[src/aps_pkg.sv]
// aps_pkg: constants and types shared by the amplifier protection sequencer files
// assumes a single 50 MHz clock domain and no software-visible registers
`default_nettype none

package aps_pkg;

  // ----------------------------------------------------------------------
  // clock and timing
  // ----------------------------------------------------------------------
  localparam int unsigned CLOCK_HZ = 50_000_000;
  localparam int unsigned FAULT_PULSE_MS = 50;
  localparam int unsigned RESTART_MS = 100;
  // cycle counts derived from the time and the clock rate
  localparam int unsigned FAULT_PULSE_CYCLES = (CLOCK_HZ / 1000) * FAULT_PULSE_MS;
  localparam int unsigned RESTART_CYCLES = (CLOCK_HZ / 1000) * RESTART_MS;
  localparam int unsigned TIMER_WIDTH = 23;

  // ----------------------------------------------------------------------
  // gain foldback
  // ----------------------------------------------------------------------
  localparam int unsigned GAIN_WIDTH = 4;
  localparam logic [GAIN_WIDTH-1:0] GAIN_FULL = 4'hF;
  localparam logic [GAIN_WIDTH-1:0] GAIN_FLOOR = 4'h0;
  localparam int unsigned FOLD_STEP_CYCLES = 50_000;
  localparam int unsigned FOLD_WIDTH = 16;

  // ----------------------------------------------------------------------
  // inputs and sequencer states
  // ----------------------------------------------------------------------
  localparam int unsigned SYNC_COUNT = 10;
  localparam logic [1:0] SYNC_RESET = 2'h0;

  typedef enum logic [2:0] {
    APS_SLEEP = 3'b000,
    APS_CHARGE = 3'b001,
    APS_WINDOW = 3'b010,
    APS_MUTE = 3'b011,
    APS_OPERATE = 3'b100,
    APS_FAULT = 3'b101
  } aps_state_type;

endpackage : aps_pkg

`default_nettype wire

[src/aps_sync_if.sv]
// aps_sync_if: carries raw inputs into the synchroniser and clean levels back out
// assumes both ends share the one timing clock
`default_nettype none

interface aps_sync_if;
  logic [aps_pkg::SYNC_COUNT-1:0] raw;
  logic [aps_pkg::SYNC_COUNT-1:0] clean;
  modport sync_end (input raw, output clean);
  modport user_end (output raw, input clean);
endinterface : aps_sync_if

`default_nettype wire

[src/aps_sync.sv]
// aps_sync: two-flop synchronisers, one per comparator or detector input
// assumes inputs are static levels from analog comparators
`default_nettype none

module aps_sync (
  input wire logic clock,
  input wire logic reset,
  aps_sync_if.sync_end port
);

  // ----------------------------------------------------------------------
  // per-bit synchroniser chain
  // ----------------------------------------------------------------------
  genvar i;
  generate
    for (i = 0; i < aps_pkg::SYNC_COUNT; i++) begin : g_bit
      logic [1:0] chain_q;
      // first stage is read only by the second stage
      always_ff @(posedge clock or posedge reset) begin
        if (reset) begin
          chain_q <= aps_pkg::SYNC_RESET;
        end else begin
          chain_q <= {chain_q[0], port.raw[i]};
        end
      end
      assign port.clean[i] = chain_q[1];
    end
  endgenerate

endmodule : aps_sync

`default_nettype wire

[src/aps_timer.sv]
// aps_timer: restartable down counter for the fault pulse and restart delay
// assumes the load value fits the counter width
`default_nettype none

module aps_timer (
  input wire logic clock,
  input wire logic reset,
  input wire logic load,
  input wire logic [aps_pkg::TIMER_WIDTH-1:0] value,
  output logic running
);

  logic [aps_pkg::TIMER_WIDTH-1:0] count_q;

  // ----------------------------------------------------------------------
  // count down, load wins over counting
  // ----------------------------------------------------------------------
  always_ff @(posedge clock or posedge reset) begin
    if (reset) begin
      count_q <= '0;
    end else if (load) begin
      count_q <= value;
    end else if (count_q != '0) begin
      count_q <= count_q - 1'b1;
    end
  end

  assign running = (count_q != '0);

endmodule : aps_timer

`default_nettype wire

[src/aps_sequencer.sv]
// aps_sequencer: protection and restart sequencer for a two-channel class-d stage
// assumes comparator inputs are levels from the analog side and the clock runs freely
`default_nettype none

// Notes on behaviour
// - mute idles bridges at half duty, audio off
// - thermal foldback steps gain down, no fault pin
// - high over-temperature disables stages and flags fault
// - overcurrent limits cycle by cycle, keeps playing
// - rail short floats stages, 50 ms pulse, 100 ms
// - rail short cycle repeats while short persists
// - window check on outputs before switching starts
// - window fail holds stages off until open
// - restart after rail short reruns window check
// - undervoltage shuts down directly and pulls the fault pin
// - undervoltage clear restarts after 100 ms
// - overvoltage disables stages, flags fault, no clamp
// - overvoltage clear restarts after 100 ms
// - unbalance trips on low or high threshold
// - symmetric unbalance releases within six percent
// - fault pin low for every protection but foldback
// - external low on fault pin forces fault
// - wake with asymmetric supply starts midrail buffers
// - asymmetric supply: no switching until capacitors fully charged
// - symmetric supply keeps midrail drivers off
module aps_sequencer #(
  parameter int unsigned FAULT_PULSE = aps_pkg::FAULT_PULSE_CYCLES,
  parameter int unsigned RESTART = aps_pkg::RESTART_CYCLES
) (
  input wire logic clock,
  input wire logic reset,
  input wire logic wake_control,
  input wire logic engage,
  input wire logic supply_symmetric,
  input wire logic temp_foldback,
  input wire logic temp_shutdown,
  input wire logic current_limit,
  input wire logic rail_short,
  input wire logic window_short,
  input wire logic under_voltage,
  input wire logic over_voltage,
  input wire logic unbalance_trip,
  input wire logic unbalance_within,
  input wire logic caps_charged,
  input wire logic fault_indicator_in,
  output logic fault_indicator_out,
  output logic fault_indicator_oe_n,
  output logic stages_enable,
  output logic idle_switching,
  output logic input_stage_enable,
  output logic cycle_limit,
  output logic midrail_out_one,
  output logic midrail_out_two,
  output logic midrail_reference,
  output logic [aps_pkg::GAIN_WIDTH-1:0] gain,
  output logic [2:0] state
);

  // ----------------------------------------------------------------------
  // input synchronisation
  // ----------------------------------------------------------------------
  aps_sync_if sync_bus ();
  logic s_temp_fold;
  logic s_temp_shut;
  logic s_cur_limit;
  logic s_rail_short;
  logic s_win_short;
  logic s_under;
  logic s_over;
  logic s_ub_trip;
  logic s_ub_within;
  logic s_ext_fault;

  // all comparator inputs pass through two flops before use
  // wake and engage are host levels taken as they stand, without a synchroniser
  assign sync_bus.raw = {temp_foldback, temp_shutdown, current_limit, rail_short,
    window_short, under_voltage, over_voltage, unbalance_trip, unbalance_within,
    ~fault_indicator_in};
  assign {s_temp_fold, s_temp_shut, s_cur_limit, s_rail_short, s_win_short, s_under,
    s_over, s_ub_trip, s_ub_within, s_ext_fault} = sync_bus.clean;

  aps_sync u_sync (
    .clock(clock),
    .reset(reset),
    .port(sync_bus.sync_end)
  );

  // ----------------------------------------------------------------------
  // latched protections
  // ----------------------------------------------------------------------
  logic ub_active_q;
  logic rail_event;
  logic level_fault;
  logic ext_seen;
  logic pin_low_q;
  logic [1:0] own_low_q;

  // unbalance latches on a trip; symmetric supply waits for the 6 % window
  always_ff @(posedge clock or posedge reset) begin
    if (reset) begin
      ub_active_q <= 1'b0;
    end else if (s_ub_trip) begin
      ub_active_q <= 1'b1;
    end else if (!supply_symmetric || s_ub_within) begin
      ub_active_q <= 1'b0;
    end
  end

  // a low pin while we are not driving it is the other party forcing fault; after our
  // own release the synchroniser still shows low for two edges, so that tail is masked
  // limitation: a pull-low from outside that starts while we drive the pin is not seen
  assign ext_seen = s_ext_fault && !pin_low_q && (own_low_q == 2'h0);
  assign level_fault = s_temp_shut || s_over || s_under || ub_active_q || ext_seen;
  assign rail_event = s_rail_short && stages_enable;

  // ----------------------------------------------------------------------
  // fault pulse and restart timers
  // ----------------------------------------------------------------------
  logic pulse_running;
  logic restart_running;
  logic restart_load;

  // pulse restarts on every rail short event so the cycle repeats
  // the pin is already low in the cycle of the event, so it reads one cycle past the timer
  aps_timer u_pulse (
    .clock(clock),
    .reset(reset),
    .load(rail_event),
    .value(aps_pkg::TIMER_WIDTH'(FAULT_PULSE)),
    .running(pulse_running)
  );

  // restart delay reloads while any protection still holds
  assign restart_load = rail_event || level_fault;

  aps_timer u_restart (
    .clock(clock),
    .reset(reset),
    .load(restart_load),
    .value(aps_pkg::TIMER_WIDTH'(RESTART)),
    .running(restart_running)
  );

  // ----------------------------------------------------------------------
  // mode state machine
  // ----------------------------------------------------------------------
  aps_pkg::aps_state_type state_q;
  aps_pkg::aps_state_type state_d;
  logic blocked;

  // one restart timer serves every protection: it reloads while any of them holds,
  // so the delay always runs from the last one to clear
  assign blocked = level_fault || restart_running || pulse_running;

  // sleep, charge, window check, mute, operate, with fault taking priority
  always_comb begin
    state_d = state_q;
    case (state_q)
      aps_pkg::APS_SLEEP: begin
        if (wake_control && !blocked) begin
          state_d = aps_pkg::APS_CHARGE;
        end
      end
      aps_pkg::APS_CHARGE: begin
        if (caps_charged || supply_symmetric) begin
          state_d = aps_pkg::APS_WINDOW;
        end
      end
      aps_pkg::APS_WINDOW: begin
        if (!s_win_short) begin
          state_d = aps_pkg::APS_MUTE;
        end
      end
      aps_pkg::APS_MUTE: begin
        if (engage) begin
          state_d = aps_pkg::APS_OPERATE;
        end
      end
      aps_pkg::APS_OPERATE: begin
        if (!engage) begin
          state_d = aps_pkg::APS_MUTE;
        end
      end
      aps_pkg::APS_FAULT: begin
        if (!blocked) begin
          // restart always goes back through the window check
          state_d = aps_pkg::APS_WINDOW;
        end
      end
      default: begin
        state_d = aps_pkg::APS_SLEEP;
      end
    endcase
    if (s_under) begin
      state_d = aps_pkg::APS_FAULT;
    end else if (rail_event || level_fault) begin
      state_d = aps_pkg::APS_FAULT;
    end else if (!wake_control) begin
      // dropping wake returns to sleep from any mode, fault included, unless a protection is active this cycle
      state_d = aps_pkg::APS_SLEEP;
    end
  end

  always_ff @(posedge clock or posedge reset) begin
    if (reset) begin
      state_q <= aps_pkg::APS_SLEEP;
    end else begin
      state_q <= state_d;
    end
  end

  // ----------------------------------------------------------------------
  // thermal foldback gain stepping
  // ----------------------------------------------------------------------
  logic [aps_pkg::FOLD_WIDTH-1:0] fold_cnt_q;
  logic [aps_pkg::GAIN_WIDTH-1:0] gain_q;
  logic fold_tick;

  // slow step so the junction settles near threshold instead of hunting
  assign fold_tick = (fold_cnt_q == aps_pkg::FOLD_WIDTH'(aps_pkg::FOLD_STEP_CYCLES - 1));

  always_ff @(posedge clock or posedge reset) begin
    if (reset) begin
      fold_cnt_q <= '0;
    end else if (fold_tick) begin
      fold_cnt_q <= '0;
    end else begin
      fold_cnt_q <= fold_cnt_q + 1'b1;
    end
  end

  // step down while hot, back up once cool; never a shutdown
  always_ff @(posedge clock or posedge reset) begin
    if (reset) begin
      gain_q <= aps_pkg::GAIN_FULL;
    end else if (fold_tick) begin
      if (s_temp_fold && gain_q != aps_pkg::GAIN_FLOOR) begin
        gain_q <= gain_q - 1'b1;
      end else if (!s_temp_fold && gain_q != aps_pkg::GAIN_FULL) begin
        gain_q <= gain_q + 1'b1;
      end
    end
  end

  // ----------------------------------------------------------------------
  // registered outputs
  // ----------------------------------------------------------------------
  logic switching_d;
  logic drive_low;

  assign switching_d = (state_d == aps_pkg::APS_MUTE) || (state_d == aps_pkg::APS_OPERATE);

  // every protection but foldback pulls the pin; the rail event counts before the pulse runs
  assign drive_low = pulse_running || rail_event || s_temp_shut || s_over || s_under
    || ub_active_q;

  // stage control: mute idles at half duty with input stages off
  always_ff @(posedge clock or posedge reset) begin
    if (reset) begin
      stages_enable <= 1'b0;
      idle_switching <= 1'b0;
      input_stage_enable <= 1'b0;
    end else begin
      stages_enable <= switching_d;
      idle_switching <= (state_d == aps_pkg::APS_MUTE);
      input_stage_enable <= (state_d == aps_pkg::APS_OPERATE);
    end
  end

  // current limiting is passed straight to the bridges, no mode change
  always_ff @(posedge clock or posedge reset) begin
    if (reset) begin
      cycle_limit <= 1'b0;
    end else begin
      cycle_limit <= s_cur_limit && switching_d;
    end
  end

  // midrail output buffers only in asymmetric supply and while awake
  // the reference buffer runs in both supply modes; only the two halves follow the strap
  always_ff @(posedge clock or posedge reset) begin
    if (reset) begin
      midrail_out_one <= 1'b0;
      midrail_out_two <= 1'b0;
      midrail_reference <= 1'b0;
    end else begin
      midrail_out_one <= wake_control && !supply_symmetric;
      midrail_out_two <= wake_control && !supply_symmetric;
      midrail_reference <= wake_control;
    end
  end

  // open drain: drive low for every protection except foldback
  always_ff @(posedge clock or posedge reset) begin
    if (reset) begin
      pin_low_q <= 1'b0;
    end else begin
      pin_low_q <= drive_low;
    end
  end

  // history of our own drive, as deep as the synchroniser on the pin input
  always_ff @(posedge clock or posedge reset) begin
    if (reset) begin
      own_low_q <= aps_pkg::SYNC_RESET;
    end else begin
      own_low_q <= {own_low_q[0], pin_low_q};
    end
  end

  // the pin always drives a zero; only the enable moves
  always_ff @(posedge clock or posedge reset) begin
    if (reset) begin
      fault_indicator_out <= 1'b0;
      fault_indicator_oe_n <= 1'b1;
    end else begin
      fault_indicator_out <= 1'b0;
      fault_indicator_oe_n <= !drive_low;
    end
  end

  // gain seen by the modulator
  always_ff @(posedge clock or posedge reset) begin
    if (reset) begin
      gain <= aps_pkg::GAIN_FULL;
    end else begin
      gain <= gain_q;
    end
  end

  // state shown to the host, in step with the stage controls
  always_ff @(posedge clock or posedge reset) begin
    if (reset) begin
      state <= aps_pkg::APS_SLEEP;
    end else begin
      state <= state_d;
    end
  end

endmodule : aps_sequencer

`default_nettype wire

[config.mk]
export PLATFORM = sky130hd
export DESIGN_NAME = aps_sequencer
export DESIGN_NICKNAME = d
export VERILOG_FILES = /design/src/aps_pkg.sv /design/src/aps_sync_if.sv /design/src/aps_sync.sv /design/src/aps_timer.sv /design/src/aps_sequencer.sv
export SDC_FILE = /design/constraint.sdc
export NUM_CORES = 1
export LEC_CHECK = 0
export BUFFER_PORTS_ARGS = -buffer_cell sky130_fd_sc_hd__buf_2
export CORE_UTILIZATION = 35
export CTS_CLUSTER_SIZE = 10
export DETAILED_ROUTE_END_ITERATION = 8
export PLACE_DENSITY = 0.62
export SLEW_MARGIN = 20
export SYNTH_ARGS = -nofsm -noshare
export SYNTH_HDL_FRONTEND = slang
export SYNTH_HIERARCHICAL = 1
export SYNTH_SLANG_ARGS = --single-unit
export TNS_END_PERCENT = 50
[constraint.sdc]
create_clock -name clock -period 3 [get_ports clock]
set_clock_uncertainty 0.05 [all_clocks]
set_input_delay 0.3 -clock clock [delete_from_list [all_inputs] [get_ports clock]]
set_output_delay 0.3 -clock clock [all_outputs]
set_load 0.02 [all_outputs]
==> results of run 1 <==
## cell usage in the layout, fill, tap and decap left out, types with 12 or more instances in the layout
master   instances
nand2_1         63
xnor2_1         34
conb_1          47
inv_1           20
buf_2           30
nand3_1         12
nor2_1          30
dfrtp_1         95
o21ai_1         32
xor2_1          21
## where the power goes
group	internal (uW)	switching, uW
Clock	599	543
Sequential	1500	106
Combinational	151	184
## through the flow
stage               area, um2  setup WS [ns]  std cells  power [uW]  hold WS [ns]
detailed placement       5550          0.251        724        1970         0.289
global placement         5550          0.337        724        1950         0.283
CTS                      5840          0.255        740        3120      0.000252
floorplan                5250          0.329        532        1890         0.214
global route             5850         0.0542        741        3240       0.00294
finish                   5850          0.247        741        3090        0.0102
## logic make-up (layout without fill, tap and decap cells)
family / Yosys count / count (layout) / share of synthesized area (%)
simple gates: 192 / 192 / 22.4
flops: 104 / 104 / 51.4
compound gates: 73 / 73 / 9.01
xor+xnor: 55 / 55 / 9.48
buf+inv: 48 / 77 / 4.48
mux: 7 / 7 / 1.45
fa+ha+maj: 6 / 6 / 1.63
other cells: 2 / 47 / 0.148
## how the worst max path moves through the flow
| stage | cells after the start | slack [ns] | to |
|---|---|---|---|
| finish | 7 | 0.25 | stages_enable$_DFF_PP0_ |
| global route | 7 | 0.05 | stages_enable$_DFF_PP0_ |
| CTS | 7 | 0.26 | stages_enable$_DFF_PP0_ |
| detailed placement | 7 | 0.25 | stages_enable$_DFF_PP0_ |
| global placement | 7 | 0.34 | stages_enable$_DFF_PP0_ |
| floorplan | 7 | 0.33 | stages_enable$_DFF_PP0_ |
## timing repair
item                      in CTS  in global routing
setup buffers                  0                  0
hold endpoints to repair       0                  1
hold buffers                   0                  1
## metal layers
layer | vias to the layer above | GRT usage, % | share of wire (%)
li1 | 1774 | - | -
met1 | 1719 | 18.9 | 49
met2 | 32 | 23.4 | 47
met3 | 14 | 2.46 | 2.2
met4 | 0 | 6.10 | 1.7
met5 | - | 0 | 0
## registers in the layout, summed over array words and instances, names as in the netlist
register,cells
pin_low_q,1
u_sync/g_bit.chain_q,20
fold_cnt_q,16
idle_switching,1
stages_enable,1
own_low_q,2
midrail_reference,1
gain,4
midrail_out_two,1
u_restart/count_q,23
ub_active_q,1
fault_indicator_oe_n,1
gain_q,4
state,3
input_stage_enable,1
cycle_limit,1
u_pulse/count_q,23
## final cells by class
class	count	area [um2]	area share, %
Timing Repair Buffer	41	235	4.02
Inverter	20	75.1	1.28
Sequential cell	104	2610	44.7
Multi-Input combinational cell	380	2410	41.2
Clock inverter	6	51.3	0.877
Clock buffer	10	239	4.09
Tap cell	180	225	3.85
==> impl_metrics.ini, run 1 <==
[run_status]
run_status = complete, no violations

[critical_path]
critPathLaunchType = flop
worstPathMaxFanout = 6
path_buf_inv = 0
crit_family = simple AND/OR/NAND/NOR gates
timing.rr.end = stages_enable$_DFF_PP0_
path_class = flop to flop
rr_worst_depth = 7
slowest_delay_ns = 0.45
arrival_ns = 2.92
regToRegSetupSlack_ns = 0.25
cp_slowest_cell = or3_1
crit_chain = or3_1 > nor4_1 > nand3_1 > nor4_4 > mux2i_1 > o21ba_1 > nor3_1
cp.required_ns = 3.17
crit_start = u_restart/count_q[15]$_DFFE_PP0P_
worstReg2RegStart = u_restart/count_q[15]$_DFFE_PP0P_
cp-end-kind = flop

[die]
ios = 32
die_area_mm2 = 0.0150
dieHeight_um = 122
coreArea_mm2 = 0.0140
die_w_um = 122
start_util_pct = 36.2
rows = 43

[global_routing]
grt_max_degree = 29
grt.overflow.total = 0
first_global_vias = 3586
antenna_found_initial = 0
grt.total_usage_pct = 14.4
grt_pass1_wl_mm = 16.9

[drt]
drcViolationCount = 0
postRouteAntennaNets = 0
num_vias = 3539
via_per_inst = 4.78
dr.pass1.iters = 4
wl_per_cell_um = 13.1
drt_iter0_markers = 241
wirelength_mm = 9.74

[sta]
drv_slew = 0
relSlewSlack_pct = 38.5
finalSetupTns_ns = 0
hold_viol = 0
finalSetupViolations = 0
rsz0062_at_grt = false
worst_slew_pin_slew_ns = 0.921
period_needed_ns = 2.75
timing.fmax_mhz = 363
period_share_pct = 91.8

[synth]
ys_async_sr_fraction_pct = 100
netlist_instances = 487
synth_edf_count = 0
synth_cell_types = 53
synth.yosys.seq_area_share_pct = 51.4
yosys.area.top_type = dfrtp_1
syn_avg_cell_area_um2 = 10.4
netlist_area_mm2 = 0.00508
synth_commonest_cells = dfrtp_1, nand2_1, xnor2_1
synth-main-ff-cell = dfrtp_1
synthTopCellsByArea = dfrtp_1, xnor2_1, dfstp_2
ys_warn_count = 6
synth_top_area_share_pct = 46.8
synth_seq_cells = 104
post-synth-top-count-cell = dfrtp_1

[worst_hold_path]
hold_path_class = primary input to flop
worstHoldPathCells = 1
hold_end = u_sync/g_bit[4].chain_q[0]$_DFF_PP0_
hp-start = under_voltage

[pwr]
power_density_mw_per_mm2 = 528
p_leak_uw = 0.00245
vdd.ir_drop.worst_uv = 321

[layout]
fill_cells = 1312
drive_gt1_share_pct = 17.5
areaGrowthSynthToFinish_pct = 15.1
fin_util_pct = 41.6
fin_nets = 578
num_antenna_cells = 0

[place]
io_buffer_count = 30
dpl.hpwl_mm = 6.86
gp_congestion = 0.845

[cts]
h-tree-depth = 3
cts_root_buf = clkbuf_16
clk_latency_ns = 0.34
path_clk_slew_ns = 0.07
cts_resized = 0
cts_max_path_buffers = 2
cts_inserted_buffers = 9
clkSinkCount = 104
cts_tree = done

[flow_run]
cap_violations = 0
No activity file was read; power rests on OpenSTA's default activity.
==> inputs of run 2 (changes only) <==
ABC_AREA = 1   (was not set)
SKIP_LAST_GASP = 1   (was not set)
==> impl_metrics.ini, run 2 <==
[run_status]
run_status = complete, no violations

[layout]
fill_cells = 1516
fin_nets = 796
drive_gt1_share_pct = 15.5
final_cell_mix = nand2_1, dfrtp_1, inv_1
fin_area_mm2 = 0.00640
seq_area_mm2 = 0.00261
largestRegisters = u_pulse/count_q x23, u_restart/count_q x23, u_sync/g_bit.chain_q x20
fin_util_pct = 41.7
mostFrequentLayoutCell = nand2_1
num_antenna_cells = 0
areaGrowthSynthToFinish_pct = 15.0
multi_input_area_mm2 = 0.00260

[global_routing]
grt_max_degree = 39
first_global_vias = 4060
antenna_found_initial = 0
grt.total_usage_pct = 14.5
grt_pass1_wl_mm = 18.9
grt.overflow.total = 0

[critical_path]
crit_start = u_restart/count_q[0]$_DFFE_PP0P_
cp-end-kind = flop
critPathLaunchType = flop
cp.required_ns = 3.23
timing.rr.end = cycle_limit$_DFF_PP0_
cp_slowest_cell = dfrtp_1
arrival_ns = 2.55
crit_chain = inv_1 > ha_1 > nand3_2 > nor2_4 > nand2_2 > nor2_2 > nand2_1 > nor2_1 > nand3_1 > nand2_1 > nand3_1 > nand2_1 > nand3_1 > a21oi_1
slowest_delay_ns = 0.40
worstPathMaxFanout = 5
worstReg2RegStart = u_restart/count_q[0]$_DFFE_PP0P_
path_class = flop to flop
regToRegSetupSlack_ns = 0.68
rr_worst_depth = 14

[drt]
dr.pass1.iters = 5
num_vias = 4244
drcViolationCount = 0
wirelength_mm = 10.7
wl_per_cell_um = 10.8
via_per_inst = 4.29
postRouteAntennaNets = 0
drt_iter0_markers = 160

[sta]
relSlewSlack_pct = 37.9
worst_slew_pin_slew_ns = 0.930
timing.fmax_mhz = 431
rsz0062_at_grt = false
period_needed_ns = 2.32
period_share_pct = 77.3
hold_viol = 0
finalSetupTns_ns = 0
drv_slew = 0
finalSetupViolations = 0

[cts]
cts_tree = done
clk_latency_ns = 0.35
clkSinkCount = 104
cts_max_path_buffers = 2
path_clk_slew_ns = 0.08
cts_setup_buffers = 0
cts_inserted_buffers = 9
cts_root_buf = clkbuf_16
h-tree-depth = 3

[worst_hold_path]
worstHoldPathCells = 2
hold_path_class = primary input to flop
hp-start = fault_indicator_in
hold_end = u_sync/g_bit[0].chain_q[0]$_DFF_PP0_

[synth]
synth_top_area_share_pct = 42.7
synth_commonest_cells = nand2_1, dfrtp_1, inv_1
yosys.area.top_type = dfrtp_1
synth_top_family_by_area = simple AND/OR/NAND/NOR gates
synthXorXnorAreaFrac_pct = 5.50
synth_compound_area_share_pct = 6.83
netlist_instances = 697
synth_seq_cells = 104
ys_async_sr_fraction_pct = 100
synthMuxAreaShare_pct = 0
yosys.area_share.simple_pct = 29.7
synth-main-ff-cell = dfrtp_1
synthAdderAreaFrac_pct = 1.48
syn_avg_cell_area_um2 = 7.99
ys_warn_count = 6
synth_cell_types = 32
synth_edf_count = 0
synth.yosys.seq_area_share_pct = 46.9
netlist_area_mm2 = 0.00557
post-synth-top-count-cell = nand2_1
synthTopCellsByArea = dfrtp_1, nand2_1, inv_1

[die]
rows = 45
die_w_um = 128
die_area_mm2 = 0.0164
start_util_pct = 36.2
ios = 32
dieHeight_um = 128
coreArea_mm2 = 0.0154

[flow_run]
cap_violations = 0

[pwr]
vdd.ir_drop.worst_uv = 355
p_leak_uw = 0.00319
power_density_mw_per_mm2 = 533

[place]
placed_area_mm2 = 0.00602
dpl.hpwl_mm = 7.74
gp_congestion = 0.823
io_buffer_count = 30
## run 2: cell count changes in the layout (fill, tap and decap cells not counted), moves of 14 or more
cell     change
o21ai_2     +20
inv_1       +71
nor2_1      +50
nand2_1    +140
o21ai_0     +14
o21ai_1     -24
xnor2_1     -23
nand3_1     +21
## run 2: metal layers
metal  wire length (um)  up-vias  track usage (%)  share of wire (%)
met3                297        9             3.38                2.8
met1               5220     1942             18.8                 49
li1                   -     2248                -                  -
met4                130        0             3.94                1.2
met5                  0        -                0                  0
met2               5090       45             24.4                 47
## run 2: through the flow
stage               std cells  power [uW]  setup WS (ns)  hold WS, ns
floorplan                 742        2150          0.966        0.214
global placement          965        2250          0.767        0.281
detailed placement        965        2260          0.698        0.285
CTS                       990        3470          0.660       0.0140
global route              990        3620          0.444       0.0241
finish                    990        3420          0.681       0.0258
## run 2: report_power, final
| part | leakage, uW | internal (uW) | switching [uW] |
|---|---|---|---|
| registers | 0.00121 | 1550 | 136 |
| logic | 0.00184 | 231 | 321 |
| clock network | 0.000147 | 591 | 587 |
## run 2: how the worst max path moves through the flow
stage                                  endpoint  slack, ns
after floorplan           cycle_limit$_DFF_PP0_       0.97
after global placement    cycle_limit$_DFF_PP0_       0.77
after detailed placement  cycle_limit$_DFF_PP0_       0.70
after CTS                 cycle_limit$_DFF_PP0_       0.66
after global routing      cycle_limit$_DFF_PP0_       0.44
final                     cycle_limit$_DFF_PP0_       0.68
## run 2: kinds of logic after synthesis
| group | after synthesis |
|---|---|
| xor+xnor | 35 |
| buf+inv | 118 |
| other cells | 2 |
| compound gates | 59 |
| flops | 104 |
| simple gates | 373 |
| fa+ha+maj | 6 |
## run 2: final cells by class
class                           count  share of cell area, %
Clock inverter                      7                   1.15
Multi-Input combinational cell    520                   40.6
Timing Repair Buffer               42                   4.10
Sequential cell                   104                   40.8
Tap cell                          211                   4.12
Inverter                           97                   5.68
Clock buffer                        9                   3.52
## run 2: worst max-delay path, delay by kind of cell (launching register included)
family,cells,cell delay (ns)
compound gates,1,0.15
fa+ha+maj,1,0.29
buf+inv,1,0.13
flops,1,0.40
simple gates,11,1.20
## run 2: repair_timing
item                                   4_1_cts  5_1_grt
endpoints found under the hold margin        9        0
hold buffers                                 9        0
gates resized for setup                      0        0
==> inputs of run 3 (changes only) <==
clock period = 2.35 ns   (was 3 ns; I/O delays follow)
==> impl_metrics.ini, run 3 (same netlist as run 2, synthesis figures left out) <==
[die]
die_w_um = 128
ios = 32
coreArea_mm2 = 0.0154
rows = 45
dieHeight_um = 128
die_area_mm2 = 0.0164
start_util_pct = 36.2

[drt]
num_vias = 4267
drcViolationCount = 0
postRouteAntennaNets = 0
dr.pass1.iters = 4
wl_per_cell_um = 10.7
wirelength_mm = 10.7
drt_iter0_markers = 205
via_per_inst = 4.27

[pwr]
total_power_uw = 4420
p_leak_uw = 0.00324
swShare_pct = 30.9
p_sw_uw = 1360
p_int_uw = 3060
comb_power_share_pct = 16.5
power_density_mw_per_mm2 = 679
p_seq_share_pct = 48.7
vdd.ir_drop.worst_uv = 460
pwr-share-clk_pct = 34.8

[sta]
finalSetupViolations = 0
drv_slew = 0
period_needed_ns = 2.18
period_share_pct = 92.9
relSlewSlack_pct = 51.3
timing.fmax_mhz = 458
worst_slew_pin_slew_ns = 0.729
finalSetupTns_ns = 0
rsz0062_at_grt = false
hold_viol = 0

[cts]
cts_max_path_buffers = 2
path_clk_slew_ns = 0.08
cts_inserted_buffers = 9
clk_latency_ns = 0.36
clkSinkCount = 104
h-tree-depth = 3
cts_root_buf = clkbuf_16
cts_tree = done

[place]
dpl.hpwl_mm = 7.62
dp.cells = 970
gp_congestion = 0.817
io_buffer_count = 30

[layout]
num_antenna_cells = 0
fin_nets = 806
fin_util_pct = 42.3
mostFrequentLayoutCell = nand2_1
final_cell_mix = nand2_1, dfrtp_1, inv_1
drive_gt1_share_pct = 16.5
largestRegisters = u_pulse/count_q x23, u_restart/count_q x23, u_sync/g_bit.chain_q x20
areaGrowthSynthToFinish_pct = 16.8
final_cells = 1000

[critical_path]
cp-end-kind = flop
worstPathMaxFanout = 4
path_buf_inv = 1
cp.required_ns = 2.58
critPathLaunchType = flop
crit_start = u_restart/count_q[0]$_DFFE_PP0P_
crit_family = simple AND/OR/NAND/NOR gates
cp_slowest_cell = dfrtp_1
worstReg2RegStart = u_restart/count_q[0]$_DFFE_PP0P_
crit_chain = inv_1 > ha_2 > nand3_2 > nor2_4 > nand2_2 > nor2_2 > nand2_1 > nor2_2 > nand3_1 > nand2_1 > nand3_1 > nand2_1 > nand3_1 > a21oi_1
arrival_ns = 2.41
path_class = flop to flop
slowest_delay_ns = 0.40

[global_routing]
grt.total_usage_pct = 14.6
grt_pass1_wl_mm = 19.0
antenna_found_initial = 0
first_global_vias = 4096
grt.overflow.total = 0
grt_max_degree = 39

[flow_run]
cap_violations = 0

[run_status]
run_status = complete, no violations

[worst_hold_path]
hp-start = supply_symmetric
hold_path_class = primary input to flop
## run 3: cell count changes in the layout (fill, tap and decap cells not counted), sizes merged
cell / change
buf: +7
clkinv: -1
dlygate4sd3: +3
clkinvlp: +1
## run 3: power by group through the flow
stage / Combinational [uW] / Clock, uW / Sequential [uW]
after floorplan: 596 / 0 / 2140
after global placement: 702 / 0 / 2180
after detailed placement: 718 / 0 / 2180
after CTS: 738 / 1580 / 2150
after global routing: 842 / 1670 / 2180
final: 728 / 1540 / 2150
## run 3: repair_timing
| action | in CTS | in global routing |
|---|---|---|
| gates resized for setup | 0 | 3 |
| setup endpoints to repair | 0 | 1 |
| hold buffers | 12 | 0 |
| buffers inserted | 0 | 2 |
| hold endpoints to repair | 52 | 0 |
## run 3: worst paths after layout
| path | endpoint | slack [ns] | depth (start not counted) |
|---|---|---|---|
| max in group asynchronous | u_sync/g_bit[1].chain_q[1]$_DFF_PP0_ | 1.26 | 3 |
| min reg2reg | u_sync/g_bit[9].chain_q[1]$_DFF_PP0_ | 0.30 | 0 |
| max | cycle_limit$_DFF_PP0_ | 0.17 | 14 |
| min in group asynchronous | u_restart/count_q[14]$_DFFE_PP0P_ | 0.36 | 3 |
| min | midrail_out_two$_DFF_PP0_ | 0.02 | 2 |
| max reg2reg | cycle_limit$_DFF_PP0_ | 0.17 | 14 |
## run 3: stage by stage
step	instance area, um2	setup slack (ns)	hold WS, ns
finish	6510	0.168	0.0233
global route	6510	0.0107	0.0314
CTS	6480	0.113	0.0114
detailed placement	6050	0.134	0.202
global placement	6050	0.225	0.202
floorplan	5740	0.316	0.149
## run 3: cell type report
type	instances	area [um2]
Timing Repair Buffer	52	345
Multi-Input combinational cell	520	2610
Tap cell	211	264
Inverter	97	364
Clock buffer	9	225
Clock inverter	7	82.6
Fill cell	1548	8860
Sequential cell	104	2610
## run 3: layer usage
layer / part of all wire (%) / wire length (um) / GRT usage, % / up-vias
li1: - / - / - / 2271
met1: 49 / 5270 / 19.4 / 1942
met2: 46 / 4980 / 24.0 / 46
met3: 3.3 / 355 / 3.42 / 8
met4: 0.98 / 105 / 3.67 / 0
met5: 0 / 0 / 0 / -
